`config.mk`:
```
export PLATFORM = sky130hd
export DESIGN_NAME = dwm_top
export DESIGN_NICKNAME = d
export VERILOG_FILES = /design/src/rtl/dwm_pkg.sv /design/src/rtl/dwm_sync.sv /design/src/rtl/dwm_top.sv
export SDC_FILE = /design/constraint.sdc
export NUM_CORES = 1
export LEC_CHECK = 0
export BUFFER_PORTS_ARGS = -buffer_cell sky130_fd_sc_hd__buf_2
export CAP_MARGIN = 20
export CORE_MARGIN = 2
export CORE_UTILIZATION = 58
export DETAILED_ROUTE_END_ITERATION = 8
export PLACE_DENSITY_LB_ADDON = 0.25
export SLEW_MARGIN = 5
export SYNTH_ARGS = -nofsm -noshare
export SYNTH_HDL_FRONTEND = slang
export SYNTH_SLANG_ARGS = --single-unit
```
`constraint.sdc`:
```
create_clock -name core_clk_i -period 13.45 [get_ports core_clk_i]
set_clock_uncertainty 0.05 [all_clocks]
set_input_delay 2.69 -clock core_clk_i [delete_from_list [all_inputs] [get_ports core_clk_i]]
set_output_delay 2.69 -clock core_clk_i [all_outputs]
set_load 0.1 [all_outputs]
```
`src/rtl/dwm_pkg.sv`:
```
// Package of shared constants and types for the write-leveling and calibration-pattern block
`default_nettype none
package dwm_pkg;
  // Command pins as sampled on a rising CK edge
  typedef struct packed {
    logic cs_n;
    logic ras_n;
    logic cas_n;
    logic we_n;
    logic [2:0] ba;
    logic [13:0] a;
  } dwm_cmd_s;

  // Command codes {cs_n, ras_n, cas_n, we_n}
  localparam logic [3:0] CMD_MRS = 4'h0;
  localparam logic [3:0] CMD_RD = 4'h5;
  localparam logic [3:0] CMD_WR = 4'h4;

  // Mode register selects on the bank address
  localparam logic [2:0] BA_MR0 = 3'h0;
  localparam logic [2:0] BA_MR1 = 3'h1;
  localparam logic [2:0] BA_MR3 = 3'h3;

  // Mode register field positions
  localparam int MR1_WL_BIT = 7;
  localparam int MR1_QOFF_BIT = 12;
  localparam int MR1_RTT0_BIT = 2;
  localparam int MR1_RTT1_BIT = 6;
  localparam int MR1_RTT2_BIT = 9;
  localparam int MR1_AL_LSB = 3;
  localparam int MR3_MPR_BIT = 2;
  localparam int MR0_CL_LSB = 4;
  localparam int ADDR_BC_BIT = 12;
  localparam int ADDR_NIB_BIT = 2;

  // Burst length field of MR0 and base CAS latency
  localparam logic [1:0] BL_FIXED8 = 2'h0;
  localparam logic [1:0] BL_OTF = 2'h1;
  localparam logic [1:0] BL_FIXED4 = 2'h2;
  localparam logic [4:0] CL_BASE = 5'h04;

  // Pattern store: position 0 is the LSB
  localparam logic [7:0] PATTERN_LOC0 = 8'hAA;
  localparam logic [7:0] PATTERN_RFU = 8'h00;
  localparam logic [1:0] LOC_PREDEF = 2'h0;

  // Timing, in CK cycles, core clock cycles or picoseconds
  localparam logic [3:0] TMOD_NCK = 4'hC;
  localparam int CLK_PS = 8000;
  localparam int TWLO_PS = 7500;
  localparam int TWLO_CYC = (TWLO_PS / CLK_PS) < 1 ? 1 : (TWLO_PS / CLK_PS);

  // Register byte offsets and reset values
  localparam logic [4:0] OFS_CTRL = 5'h00;
  localparam logic [4:0] OFS_STATUS = 5'h04;
  localparam logic [4:0] OFS_MR0 = 5'h08;
  localparam logic [4:0] OFS_MR1 = 5'h0C;
  localparam logic [4:0] OFS_MR3 = 5'h10;
  localparam int CTRL_FB_ALL_BIT = 0;
  localparam int CTRL_MIRROR_BIT = 1;
  localparam logic [1:0] CTRL_RESET = 2'h0;
  localparam logic [13:0] MR_RESET = 14'h0000;
endpackage
`default_nettype wire

```
`src/rtl/dwm_sync.sv`:
```
// Two-flop synchroniser with edge detection on the synchronised level
`default_nettype none
module dwm_sync #(
  parameter int W = 1
) (
  input wire logic core_clk_i,
  input wire logic reset_i,
  input wire logic [W-1:0] d_i,
  output logic [W-1:0] q_o,
  output logic [W-1:0] rise_o,
  output logic [W-1:0] fall_o
);
  logic [W-1:0] meta_r; // First stage, read only by the second
  logic [W-1:0] sync_r; // Second stage, safe to use
  logic [W-1:0] last_r; // Previous safe level for edges

  // Refuse a zero width
  if (W < 1) begin : g_chk
    $error("dwm_sync: width must be at least one");
  end

  // Synchroniser chain
  always_ff @(posedge core_clk_i or posedge reset_i) begin
    if (reset_i) begin
      meta_r <= '0;
      sync_r <= '0;
      last_r <= '0;
    end else begin
      meta_r <= d_i;
      sync_r <= meta_r;
      last_r <= sync_r;
    end
  end

  // Level and edges come only from the second stage onward
  assign q_o = sync_r;
  assign rise_o = sync_r & ~last_r;
  assign fall_o = ~sync_r & last_r;
endmodule
`default_nettype wire

```
`src/rtl/dwm_top.sv`:
```
// Write-leveling feedback and calibration-pattern read logic of the memory device
`default_nettype none
// Operation
// - MR1 A7 enters and leaves write leveling
// - Leveling: ODT switches strobe termination only
// - Exit MRS may update other MR1 bits
// - ODT accepted only after tMOD from entry
// - Strobe rise samples CK, driven after tWLO
// - Prime bit feedback, other bits low/copy
// - Exit: stop strobes, ODT low, then MRS
// - MR3 A2 set enables pattern mode
// - Pattern mode redirects reads, A[1:0] selects
// - Auto precharge read acts as plain read
// - Pattern mode and leveling off: array serves accesses
// - Pattern bit on bit 0, others copy/zero
// - A2 picks nibble order for chop
// - Burst chop and normal latency honoured
// - Burst position 0 is pattern LSB
// - Location 00 returns alternating 0,1 pattern
module dwm_top (
  input wire logic core_clk_i,
  input wire logic reset_i,
  input wire logic ck_i,
  input wire dwm_pkg::dwm_cmd_s cmd_i,
  input wire logic odt_i,
  input wire logic [1:0] dqs_i,
  output logic [15:0] dq_o,
  output logic [15:0] dq_oe_o,
  output logic rtt_dqs_on_o,
  output logic rtt_dq_on_o,
  output logic array_rd_o,
  output logic array_wr_o,
  input wire logic [4:0] avs_address_i,
  input wire logic avs_read_i,
  input wire logic avs_write_i,
  input wire logic [31:0] avs_writedata_i,
  output logic [31:0] avs_readdata_o,
  output logic avs_waitrequest_o
);
  typedef enum logic [1:0] {
    ST_IDLE = 2'b00,
    ST_LAT = 2'b01,
    ST_BURST = 2'b10
  } dwm_rd_e;

  logic ck_lvl, ck_rise, ck_fall; // Sampled CK and its edges
  logic odt_lvl; // Sampled ODT
  logic [1:0] dqs_rise; // Strobe rises per byte lane
  dwm_pkg::dwm_cmd_s cmd_q; // Sampled command bundle
  logic [13:0] mr0_r, mr1_r, mr3_r; // Mode register copies
  logic [1:0] ctrl_r; // Software feedback and mirror options
  logic [3:0] mod_cnt_r; // CK rises left before ODT is honoured
  logic [1:0] samp_r; // Last CK level seen per lane
  // Delay depth must be known before the delay line is declared
  localparam int TWLO_CYCS = dwm_pkg::TWLO_CYC;
  logic [1:0] fb_dly_r [TWLO_CYCS]; // Feedback delayed by tWLO
  dwm_rd_e st_r;
  logic [4:0] lat_cnt_r; // CK rises to first data beat
  logic [3:0] beat_r; // Beat index within burst
  logic [3:0] len_r; // Beats in current burst
  logic [2:0] start_r; // First burst position
  logic [7:0] pat_r; // Selected pattern for this burst
  logic [2:0] pos; // Current burst position
  logic pat_bit; // Current pattern bit
  logic [3:0] code; // Command code
  logic cmd_go; // A command is taken at this CK rise
  logic wl, qoff, mpr_en, odt_ok, rtt_nom_en;
  logic wl_entry; // MRS turning leveling on
  logic [4:0] cl, al, rl; // Read latency pieces
  logic [3:0] len_nxt;
  logic [2:0] start_nxt;
  logic ack_r; // Bus answer phase

  // Sample the pins from the CK domain
  dwm_sync #(.W(1)) u_ck (.core_clk_i(core_clk_i), .reset_i(reset_i), .d_i(ck_i),
    .q_o(ck_lvl), .rise_o(ck_rise), .fall_o(ck_fall));
  dwm_sync #(.W(1)) u_odt (.core_clk_i(core_clk_i), .reset_i(reset_i), .d_i(odt_i),
    .q_o(odt_lvl), .rise_o(), .fall_o());
  dwm_sync #(.W(2)) u_dqs (.core_clk_i(core_clk_i), .reset_i(reset_i), .d_i(dqs_i),
    .q_o(), .rise_o(dqs_rise), .fall_o());
  // Command pins settle half a CK before the edge, so per-bit skew is harmless
  dwm_sync #(.W($bits(dwm_pkg::dwm_cmd_s))) u_cmd (.core_clk_i(core_clk_i),
    .reset_i(reset_i), .d_i(cmd_i), .q_o(cmd_q), .rise_o(), .fall_o());

  // Decode of mode bits and the incoming command
  always_comb begin
    code = {cmd_q.cs_n, cmd_q.ras_n, cmd_q.cas_n, cmd_q.we_n};
    cmd_go = ck_rise;
    wl = mr1_r[dwm_pkg::MR1_WL_BIT];
    qoff = mr1_r[dwm_pkg::MR1_QOFF_BIT];
    mpr_en = mr3_r[dwm_pkg::MR3_MPR_BIT];
    odt_ok = wl && (mod_cnt_r == 4'h0);
    rtt_nom_en = mr1_r[dwm_pkg::MR1_RTT0_BIT] | mr1_r[dwm_pkg::MR1_RTT1_BIT]
      | mr1_r[dwm_pkg::MR1_RTT2_BIT];
    wl_entry = cmd_go && (code == dwm_pkg::CMD_MRS) && (cmd_q.ba == dwm_pkg::BA_MR1)
      && cmd_q.a[dwm_pkg::MR1_WL_BIT] && !wl;
  end

  // Read latency is AL + CL, same as for array reads
  always_comb begin
    cl = dwm_pkg::CL_BASE + {2'h0, mr0_r[dwm_pkg::MR0_CL_LSB +: 3]};
    case (mr1_r[dwm_pkg::MR1_AL_LSB +: 2])
      2'h1: al = cl - 5'h01;
      2'h2: al = cl - 5'h02;
      default: al = 5'h00;
    endcase
    rl = cl + al;
  end

  // Burst length and starting nibble for a new read
  always_comb begin
    case (mr0_r[1:0])
      dwm_pkg::BL_FIXED4: len_nxt = 4'h4;
      dwm_pkg::BL_OTF: len_nxt = cmd_q.a[dwm_pkg::ADDR_BC_BIT] ? 4'h8 : 4'h4;
      default: len_nxt = 4'h8;
    endcase
    // Only the nibble select matters; bank and other column bits are ignored
    start_nxt = (len_nxt == 4'h4 && cmd_q.a[dwm_pkg::ADDR_NIB_BIT]) ? 3'h4 : 3'h0;
  end

  // Mode registers: every MRS to MR0, MR1 or MR3 stores the whole field, so the exit write updates all bits
  always_ff @(posedge core_clk_i or posedge reset_i) begin
    if (reset_i) begin
      mr0_r <= dwm_pkg::MR_RESET;
      mr1_r <= dwm_pkg::MR_RESET;
      mr3_r <= dwm_pkg::MR_RESET;
    end else if (cmd_go && code == dwm_pkg::CMD_MRS) begin
      case (cmd_q.ba)
        dwm_pkg::BA_MR0: mr0_r <= cmd_q.a;
        dwm_pkg::BA_MR1: mr1_r <= cmd_q.a;
        dwm_pkg::BA_MR3: mr3_r <= cmd_q.a;
        default: ;
      endcase
    end
  end

  // tMOD wait after entering leveling before ODT is honoured
  always_ff @(posedge core_clk_i or posedge reset_i) begin
    if (reset_i) begin
      mod_cnt_r <= dwm_pkg::TMOD_NCK;
    end else if (wl_entry) begin
      mod_cnt_r <= dwm_pkg::TMOD_NCK;
    end else if (ck_rise && mod_cnt_r != 4'h0) begin
      mod_cnt_r <= mod_cnt_r - 4'h1;
    end
  end

  // Termination; ODT latency of normal operation is not modelled here
  always_ff @(posedge core_clk_i or posedge reset_i) begin
    if (reset_i) begin
      rtt_dqs_on_o <= 1'b0;
      rtt_dq_on_o <= 1'b0;
    end else if (wl) begin
      rtt_dqs_on_o <= odt_ok && odt_lvl;
      rtt_dq_on_o <= 1'b0;
    end else begin
      rtt_dqs_on_o <= odt_lvl && rtt_nom_en;
      rtt_dq_on_o <= odt_lvl && rtt_nom_en;
    end
  end

  // Each strobe rise during leveling captures the CK level and holds it until the next rise
  always_ff @(posedge core_clk_i or posedge reset_i) begin
    if (reset_i) begin
      samp_r <= 2'h0;
    end else begin
      for (int l = 0; l < 2; l++) begin
        if (wl && dqs_rise[l]) begin
          samp_r[l] <= ck_lvl;
        end
      end
    end
  end

  // Delay line standing for the feedback output delay
  always_ff @(posedge core_clk_i or posedge reset_i) begin
    if (reset_i) begin
      for (int i = 0; i < TWLO_CYCS; i++) begin
        fb_dly_r[i] <= 2'h0;
      end
    end else begin
      fb_dly_r[0] <= samp_r;
      for (int i = 1; i < TWLO_CYCS; i++) begin
        fb_dly_r[i] <= fb_dly_r[i-1];
      end
    end
  end

  // Read engine: latency count, then one beat per CK edge
  always_ff @(posedge core_clk_i or posedge reset_i) begin
    if (reset_i) begin
      st_r <= ST_IDLE;
      lat_cnt_r <= 5'h00;
      beat_r <= 4'h0;
      len_r <= 4'h8;
      start_r <= 3'h0;
      pat_r <= dwm_pkg::PATTERN_RFU;
    end else begin
      case (st_r)
        ST_IDLE: begin
          // Both read forms share one code, so auto precharge is simply ignored
          if (cmd_go && code == dwm_pkg::CMD_RD && mpr_en) begin
            st_r <= ST_LAT;
            lat_cnt_r <= rl;
            len_r <= len_nxt;
            start_r <= start_nxt;
            pat_r <= (mr3_r[1:0] == dwm_pkg::LOC_PREDEF) ? dwm_pkg::PATTERN_LOC0
              : dwm_pkg::PATTERN_RFU;
          end
        end
        ST_LAT: begin
          if (ck_rise) begin
            if (lat_cnt_r <= 5'h01) begin
              st_r <= ST_BURST;
              beat_r <= 4'h0;
            end
            lat_cnt_r <= lat_cnt_r - 5'h01;
          end
        end
        ST_BURST: begin
          if (ck_rise || ck_fall) begin
            if (beat_r == len_r - 4'h1) begin
              st_r <= ST_IDLE;
            end
            beat_r <= beat_r + 4'h1;
          end
        end
        default: st_r <= ST_IDLE;
      endcase
    end
  end

  // Pattern bit for the current burst position
  always_comb begin
    pos = start_r + beat_r[2:0];
    pat_bit = pat_r[pos];
  end

  // Data pin drive for both byte lanes
  always_ff @(posedge core_clk_i or posedge reset_i) begin
    if (reset_i) begin
      dq_o <= 16'h0000;
      dq_oe_o <= 16'h0000;
    end else if (wl) begin
      // Feedback needs no read strobe; a disabled output buffer keeps the rank quiet
      dq_oe_o <= qoff ? 16'h0000 : 16'hFFFF;
      for (int l = 0; l < 2; l++) begin
        dq_o[l*8 +: 8] <= ctrl_r[dwm_pkg::CTRL_FB_ALL_BIT] ? {8{fb_dly_r[TWLO_CYCS-1][l]}}
          : {7'h00, fb_dly_r[TWLO_CYCS-1][l]};
      end
    end else if (st_r == ST_BURST) begin
      dq_oe_o <= 16'hFFFF;
      for (int l = 0; l < 2; l++) begin
        dq_o[l*8 +: 8] <= ctrl_r[dwm_pkg::CTRL_MIRROR_BIT] ? {8{pat_bit}}
          : {7'h00, pat_bit};
      end
    end else begin
      // Outside these modes pins are released; after exit they stay released
      dq_o <= 16'h0000;
      dq_oe_o <= 16'h0000;
    end
  end

  // Array access requests, suppressed while the pattern path is on
  always_ff @(posedge core_clk_i or posedge reset_i) begin
    if (reset_i) begin
      array_rd_o <= 1'b0;
      array_wr_o <= 1'b0;
    end else begin
      array_rd_o <= cmd_go && code == dwm_pkg::CMD_RD && !mpr_en && !wl;
      array_wr_o <= cmd_go && code == dwm_pkg::CMD_WR && !mpr_en && !wl;
    end
  end

  // Bus handshake: one wait cycle, then the answer on the next edge
  always_ff @(posedge core_clk_i or posedge reset_i) begin
    if (reset_i) begin
      ack_r <= 1'b0;
      avs_waitrequest_o <= 1'b1;
    end else begin
      ack_r <= (avs_read_i || avs_write_i) && !ack_r;
      avs_waitrequest_o <= !((avs_read_i || avs_write_i) && !ack_r);
    end
  end

  // Control register write, taken only at the accepting edge
  always_ff @(posedge core_clk_i or posedge reset_i) begin
    if (reset_i) begin
      ctrl_r <= dwm_pkg::CTRL_RESET;
    end else if (avs_write_i && !avs_waitrequest_o && avs_address_i == dwm_pkg::OFS_CTRL) begin
      ctrl_r <= avs_writedata_i[1:0];
    end
  end

  // Read data, ready in the same cycle waitrequest drops; unmapped reads give zero
  always_ff @(posedge core_clk_i or posedge reset_i) begin
    if (reset_i) begin
      avs_readdata_o <= 32'h00000000;
    end else if (avs_read_i && !ack_r) begin
      case (avs_address_i)
        dwm_pkg::OFS_CTRL: avs_readdata_o <= {30'h0, ctrl_r};
        dwm_pkg::OFS_STATUS: avs_readdata_o <= {26'h0, st_r != ST_IDLE, samp_r, odt_ok,
          mpr_en, wl};
        dwm_pkg::OFS_MR0: avs_readdata_o <= {18'h0, mr0_r};
        dwm_pkg::OFS_MR1: avs_readdata_o <= {18'h0, mr1_r};
        dwm_pkg::OFS_MR3: avs_readdata_o <= {18'h0, mr3_r};
        default: avs_readdata_o <= 32'h00000000;
      endcase
    end
  end
endmodule
`default_nettype wire

```
Yosys cells after proc, flatten, opt, wreduce, memory -nomap -nowiden --
Index checks and enable logic that the tools add are counted.
Cells by class: add/sub/neg operators 9, multiply operators 0, div/mod/pow operators 0, magnitude comparators 2, eq/ne operators 21, shifts and indexed selects 0, multiplexer cells 33, bitwise operators 8, reduce and logical (&&, ||, !) cells 47
Operator list (number):
- 16-bit 2-to-1 mux | 5
- 14-bit one-hot mux with 5 select lines | 1
- 8-bit 2-to-1 mux | 4
- 4-bit 2-to-1 mux | 6
- 1-bit logical AND | 22
- 5-bit one-hot mux with 2 select lines | 2
- 4-bit one-hot mux with 2 select lines | 2
- 4-bit by 3-bit == test with 1-bit output, second input constant | 3
- 5-bit by 4-bit == test with 1-bit output, second input constant | 2
- 2-bit 2-to-1 mux | 5
- 5-bit 2-to-1 mux | 2
- 2-bit inequality test, second input constant | 5
- 4-bit zero test | 2
- 2-bit AND reduction | 4
- 2-bit nonzero test | 4
- 4-bit by 1-bit subtractor with 4-bit output, second input constant | 2
- 2-bit by 1-bit == test with 1-bit output, second input constant | 3
- 2-bit == test, second input constant | 3
- 2-bit one-hot mux with 3 select lines | 1
- 4-bit by 5-bit adder with 5-bit output | 1
- 5-bit by 3-bit == test with 1-bit output, second input constant | 1
- 5-bit == test, second input constant | 1
- 5-bit by 1-bit <= comparator with 1-bit output, second input constant | 1
- 1-bit zero test | 5
- 26 further kinds | 33
Storage, ports and cells: register bits 201, bits in latches 0, RAM bits 0, memory bits (read-only) 0, output and inout bits 69, memories 0

Logic depth before layout (Yosys ltp) --
Gate-level depths: netlist of the first run.
word-level depth 7, mapped depth 10

Hierarchy --
A second synthesis of the first run with hierarchy kept.
Unflattened totals: cells, all modules 565, area total of the unflattened synthesis 7191.9 sq um
By module, submodules not included:
- dwm_top | instances 1, cells each 436, area each 4867.2 sq um, seq. area each 2282.2 sq um
- dwm_sync (u_cmd) | instances 1, cells each 106, area each 1948.1 sq um, seq. area each 1576.5 sq um
- dwm_sync (u_dqs) | instances 1, cells each 11, area each 188.9 sq um, seq. area each 150.1 sq um
- dwm_sync (u_ck ...) | instances 2, cells each 6, area each 93.8 sq um, seq. area each 75.1 sq um

Worst setup path before layout of the first run --
No wires, ideal clock.
path kind reg-to-output, from reg dq_oe_o[14] (netlist name), to out dq_oe_o[10], arrival time 1556 ps, data required time 10710 ps, path slack 9154 ps, cell stages (with the launch flop) 2, path through dfrtp_1 buf_4
RTL lines:
- end: declaration | line dwm_top.sv:28 | output logic [15:0] dq_oe_o,

==> results of run 1 <==
[area by class of cell]
type / instances / area [sq um]
Clock inverter: 12 / 180
Multi-Input combinational cell: 285 / 2150
Timing Repair Buffer: 89 / 473
Tap cell: 136 / 170
Clock buffer: 20 / 445
Fill cell: 700 / 3220
Sequential cell: 144 / 3610
Inverter: 19 / 76.3
[sequential cells by signal (all words and copies together), names as in the netlist, 2 cells and up]
name,cells
mr3_r,14
beat_r,4
dq_o,4
samp_r,2
mr0_r,14
ctrl_r,2
mod_cnt_r,4
st_r,2
u_dqs.last_r,2
u_dqs.meta_r,2
u_cmd.q_o,21
lat_cnt_r,5
u_dqs.q_o,2
mr1_r,14
u_cmd.meta_r,21
len_r,2
fb_dly_r,2
avs_readdata_o,14
[placed cells by master, fill, tap and decap left out, types with 4 or more instances in the layout]
master,count
dfrtp_1,140
buf_2,86
mux2_2,48
nand2_1,32
o21ai_0,20
nor2_1,19
inv_1,18
conb_1,18
ha_1,17
clkbuf_16,16
a22oi_1,13
mux2_1,10
a21oi_1,9
nor2b_1,8
nor3_1,7
nor3b_1,6
nand3_1,6
xnor2_1,5
nand2b_1,4
o31ai_1,4
dfstp_2,4
bufinv_16,4
[through the flow]
stage,setup WS (ps),instance area [sq um],std cells,hold WS [ps],power [mW]
floorplan,6850,6240,507,281,0.596
global placement,9080,6450,672,283,0.610
detailed placement,9010,6450,672,285,0.615
CTS,9140,7070,704,300,1.11
global route,9070,7100,705,304,1.14
finish,9170,7100,705,299,1.10
[cell families (layout without fill, tap and decap cells)]
family	after synthesis	after routing	share of synthesized area
muxes	61	61	0.111
adders and majority gates	18	18	0.0377
and+or+nand+nor	110	110	0.100
AOI/OAI and AO/OA	70	70	0.0768
DFF	144	144	0.585
buffers and inverters	78	140	0.0780
other	1	18	0.000607
xor gates and xnor gates	8	8	0.0114
[final timing paths]
| kind | start | end | slack [ps] | cells past startpoint |
|---|---|---|---|---|
| min in group asynchronous | reset_i | u_cmd.meta_r[18] | 2140 | 2 |
| setup / recovery | dq_oe_o[14] | dq_oe_o[0] | 9170 | 1 |
| max in group asynchronous | reset_i | mod_cnt_r[3] | 10060 | 4 |
| setup reg to reg | u_ck.q_o | mod_cnt_r[0] | 10690 | 5 |
| hold / removal | u_cmd.meta_r[8] | u_cmd.q_o[8] | 300 | 0 |
| hold reg to reg | u_cmd.meta_r[8] | u_cmd.q_o[8] | 300 | 0 |
[power by group]
| part | total, mW | leakage, nW | internal (mW) | switching (mW) |
|---|---|---|---|---|
| sequential | 0.484 | 1.86 | 0.462 | 0.0224 |
| clock | 0.492 | 0.302 | 0.312 | 0.180 |
| combinational | 0.127 | 1.45 | 0.0331 | 0.0935 |
[routing by layer]
layer	GRT usage	share of wire	up-vias
met3	0.0693	0.063	31
li1	-	-	1788
met1	0.294	0.42	1967
met5	0	0	-
met2	0.369	0.49	158
met4	0.115	0.026	0
==> impl_metrics.tcl, run 1 <==
set metrics [dict create \
    port_buffers 86 \
    antennaDiodeCount 0 \
    cp_max_fo 16 \
    drt_pass1_iterations 4 \
    row_count 37 \
    core_sq_um 10300 \
    h-tree-depth 4 \
    slowest_stage "dfrtp_1" \
    io_pins 135 \
    nets 640 \
    ys.flop_type "dfrtp_1" \
    critPathTopFamily "flip-flops" \
    yosysTopAreaCell "dfrtp_1" \
    finalSetupTns_ps 0 \
    postCtsHoldBufs 0 \
    path_class "flip-flop to primary output" \
    crit_required_ps 10710 \
    drtIter0Drc 246 \
    die_w_microns 107 \
    cts_resized 0 \
    crit_chain "buf_2" \
    clock_path_buffers 2 \
    die_area_sq_um 11500 \
    synth_most_common_cell "dfrtp_1" \
    synth_cells 490 \
    arrival_ps 1540 \
    cpPeakStageDelay_ps 510 \
    drv_slew 0 \
    cts_sinks 144 \
    utilization 0.688 \
    vias 3944 \
    yosys_register_bits 144 \
    clock.fmax_ghz 0.234 \
    clk_pin_slew_worst_paths_ps 60 \
    grt_util_all_layers 0.234 \
    initial_core_util 0.598 \
    timing.critical_path.to_type "primary output" \
    ir_worst_vdd_mv 0.0893 \
    hold_viol_final 0 \
    avgSynthCellArea_sq_um 12.6 \
    finalSetupViolations 0 \
    ant_nets 0 \
    fin_crit_ps 4280 \
    synth_edf_count 0 \
    synthArstFlopShare 1.00 \
    cts_buffers 17 \
    antenna_found_initial 0 \
    wl_per_cell_microns 17.3 \
    run_status "completed" \
    routed_wirelength_microns 12200 \
    grt_pass1_wl_microns 20100 \
    route.detailed.vias_per_inst 5.59 \
    fin_crit_sh 0.318 \
    first_global_vias 4066 \
    drc 0 \
    cts_root_buf "clkbuf_8" \
    synth_cell_type_count 58 \
    yosysSeqAreaShare 0.585 \
    grt_overflow 0 \
    power_per_cell_area_nw_per_um2 155 \
    slew-limit-headroom 0.464 \
    cap_violations 0 \
    cts_tree "built" \
    path_buf_inv 1 \
    yosysWarnings 0 \
    p_leak_nw 3.61 \
    tightest_slew_ps 804 \
    yosysTopAreaCellShare 0.567 \
    hold_path_class "flip-flop to flip-flop" \
    cts_setup_buffers 0 \
    synth_area_sq_um 6170 \
    rsz0062_at_grt "no" \
    grt_max_degree 88 \
    hpwlAfterDp_microns 7800 \
    yosys-top-cells-count "dfrtp_1 (140), mux2_2 (48), buf_4 (46)" \
    synth_area_leaders "dfrtp_1 (57%), mux2_2 (8.8%), buf_4 (5.6%), ha_1 (3.4%), nand2_1 (1.9%)" \
    syn_to_final_growth_pct 15.0 \
    drive_above_1_share 0.316 \
    critPathLaunchType "flip-flop" \
    clock_latency_ps 540 \
    die_h_microns 107 \
    place_congestion 0.869 \
]
Power figures use the tool's default switching activity.
==> run 2: changes to the inputs <==
--- a/config.mk
+++ b/config.mk
@@ -5,10 +5,11 @@
 export SDC_FILE = /design/constraint.sdc
 export NUM_CORES = 1
 export LEC_CHECK = 0
+export ABC_AREA = 1
 export BUFFER_PORTS_ARGS = -buffer_cell sky130_fd_sc_hd__buf_2
 export CAP_MARGIN = 20
 export CORE_MARGIN = 2
-export CORE_UTILIZATION = 58
+export CORE_UTILIZATION = 49
 export DETAILED_ROUTE_END_ITERATION = 8
 export PLACE_DENSITY_LB_ADDON = 0.25
 export SLEW_MARGIN = 5
==> constraint.sdc (replaced) <==
create_clock -name core_clk_i -period 3.5 [get_ports core_clk_i]
set_clock_uncertainty 0.05 [all_clocks]
set_input_delay 0.7 -clock core_clk_i [delete_from_list [all_inputs] [get_ports core_clk_i]]
set_output_delay 0.7 -clock core_clk_i [all_outputs]
set_load 0.1 [all_outputs]
==> run 2 against run 1 <==
Compared with the run above:
- utilization shrank 12 points
- wire length increased by 1.5%
- synthesized cell count is 35% higher
- first-iteration DRC count rose by 28%
- flip-flop and latch count did not move
- cell area up 0.70%
- sequential power grew to 3.9 times the previous value
- setup slack got worse by 8200 ps
- critical endpoint is now lat_cnt_r[3]
==> impl_metrics.tcl, run 2 <==
set metrics [dict create \
    run_status "completed" \
    postCtsHoldBufs 0 \
    hold_path_class "input port to async pin" \
    power_per_cell_area_nw_per_um2 590 \
    drtIter0Drc 315 \
    switching_share 0.303 \
    p_sw_mw 1.28 \
    crit_required_ps 3760 \
    grt_overflow 0 \
    grt_pass1_wl_microns 20600 \
    drv_slew 0 \
    core_sq_um 12500 \
    drt_pass1_iterations 4 \
    cts_root_buf "clkbuf_16" \
    drc 0 \
    utilization 0.571 \
    nets 812 \
    slew-limit-headroom 0.636 \
    clock_latency_ps 420 \
    synth_area_sq_um 6250 \
    hpwlAfterDp_microns 8620 \
    syn_to_final_growth_pct 14.5 \
    wl_per_cell_microns 13.6 \
    tightest_slew_ps 547 \
    die_area_sq_um 13700 \
    cap_violations 0 \
    finalSetupViolations 0 \
    yosysTopAreaCell "dfrtp_1" \
    synth_cell_type_count 32 \
    avgSynthCellArea_sq_um 9.46 \
    synth_most_common_cell "nand2_1" \
    synth_edf_count 0 \
    p_total_mw 4.22 \
    clk_pin_slew_worst_paths_ps 60 \
    fin_crit_ps 2510 \
    cts_sinks 144 \
    fin_crit_sh 0.718 \
    vias 4595 \
    arrival_ps 2780 \
    synthArstFlopShare 1.00 \
    p_seq_frac 0.447 \
    grt_util_all_layers 0.197 \
    final_cell_mix "nand2_1 (172), dfrtp_1 (140), buf_2 (86), inv_1 (60), o21ai_0 (48)" \
    cts_resized 0 \
    antenna_found_initial 0 \
    path_class "flip-flop to flip-flop" \
    grt_max_degree 56 \
    row_count 41 \
    die_h_microns 117 \
    finalSetupTns_ps 0 \
    critPathLaunchType "flip-flop" \
    ys.flop_type "dfrtp_1" \
    yosys_register_bits 144 \
    routed_wirelength_microns 12400 \
    yosysSeqAreaShare 0.578 \
    die_w_microns 117 \
    drive_above_1_share 0.193 \
    cts_setup_buffers 0 \
    antennaDiodeCount 0 \
    first_global_vias 4368 \
    ff2ff_path_depth 11 \
    initial_core_util 0.499 \
    port_buffers 86 \
    pwr-share-comb 0.157 \
    route.detailed.vias_per_inst 5.03 \
    yosysTopAreaCellShare 0.561 \
    p_int_mw 2.94 \
    clock.fmax_ghz 0.398 \
    clock_path_buffers 2 \
    final_common_cell "nand2_1" \
    io_pins 135 \
    cp_max_fo 7 \
    synth_area_leaders "dfrtp_1 (56%), nand2_1 (10%), buf_4 (5.4%), nand4_1 (4.1%), o21ai_0 (3.8%)" \
    rsz0062_at_grt "no" \
    ant_nets 0 \
    yosys-top-cells-count "nand2_1 (172), dfrtp_1 (140), inv_1 (61)" \
    timing.critical_path.to_type "flip-flop" \
    yosysWarnings 0 \
    cts_buffers 17 \
    h-tree-depth 4 \
    place_congestion 0.818 \
    cts_tree "built" \
    synth_cells 660 \
    clkPwrFrac 0.396 \
    ir_worst_vdd_mv 0.399 \
    hold_viol_final 0 \
    p_leak_nw 3.70 \
]
## run 2: final timing paths
path / from / slack, ps / end
min: reset_i / 210 / u_cmd.q_o[18]
max: mr0_r[5] / 990 / lat_cnt_r[3]
max reg2reg: mr0_r[5] / 990 / lat_cnt_r[3]
max in group asynchronous: reset_i / 2350 / u_cmd.q_o[11]
min in group core_clk_i: u_cmd.meta_r[9] / 290 / u_cmd.q_o[9]
min reg2reg: u_cmd.meta_r[9] / 290 / u_cmd.q_o[9]
## run 2: worst max-delay path, stage by stage, from the launching register on
cell     delay [ps]
dfrtp_1         490
inv_1           130
ha_1            300
or2_2           300
a21oi_1         240
ha_1            290
a21oi_1         230
nand3_1         120
nand3_1         100
nand2_1          50
nand2_1          60
nand2_1          50
## run 2: metrics by stage
stage                     std cells  hold slack (ps)  worst slack (ps)  area (sq um)
after detailed placement        881              285              1050          6590
after global placement          881              282              1170          6590
after global routing            913              212               828          7150
after floorplan                 677              281               948          6310
final                           913              205               989          7150
after CTS                       913              206              1040          7150
## run 2: routing by layer
metal	wire (microns)	vias up	GRT usage
met4	264	0	0.0910
met5	0	-	0
met1	5750	2172	0.266
met2	5580	171	0.298
met3	778	22	0.0546
li1	-	2230	-
## run 2: kinds of logic after synthesis
kind of cell / share of synthesized area
other: 0.000600
DFF: 0.578
adders and majority gates: 0.0373
buffers and inverters: 0.109
AOI/OAI and AO/OA: 0.0719
and+or+nand+nor: 0.198
xor gates and xnor gates: 0.00561
## run 2: power by group through the flow
stage	Combinational, mW	Sequential [mW]	Clock [mW]
3_3_place_gp	0.646	1.91	0
4_1_cts	0.667	1.88	1.70
3_5_place_dp	0.665	1.91	0
6_report	0.663	1.88	1.67
2_1_floorplan	0.531	1.94	0
5_1_grt	0.730	1.90	1.79
## run 2: layout make-up
| cell class | instances | area, sq um |
|---|---|---|
| Tap cell | 172 | 215 |
| Multi-Input combinational cell | 408 | 2030 |
| Fill cell | 1065 | 5370 |
| Inverter | 63 | 240 |
| Clock inverter | 13 | 115 |
| Sequential cell | 144 | 3610 |
| Timing Repair Buffer | 94 | 503 |
| Clock buffer | 19 | 443 |
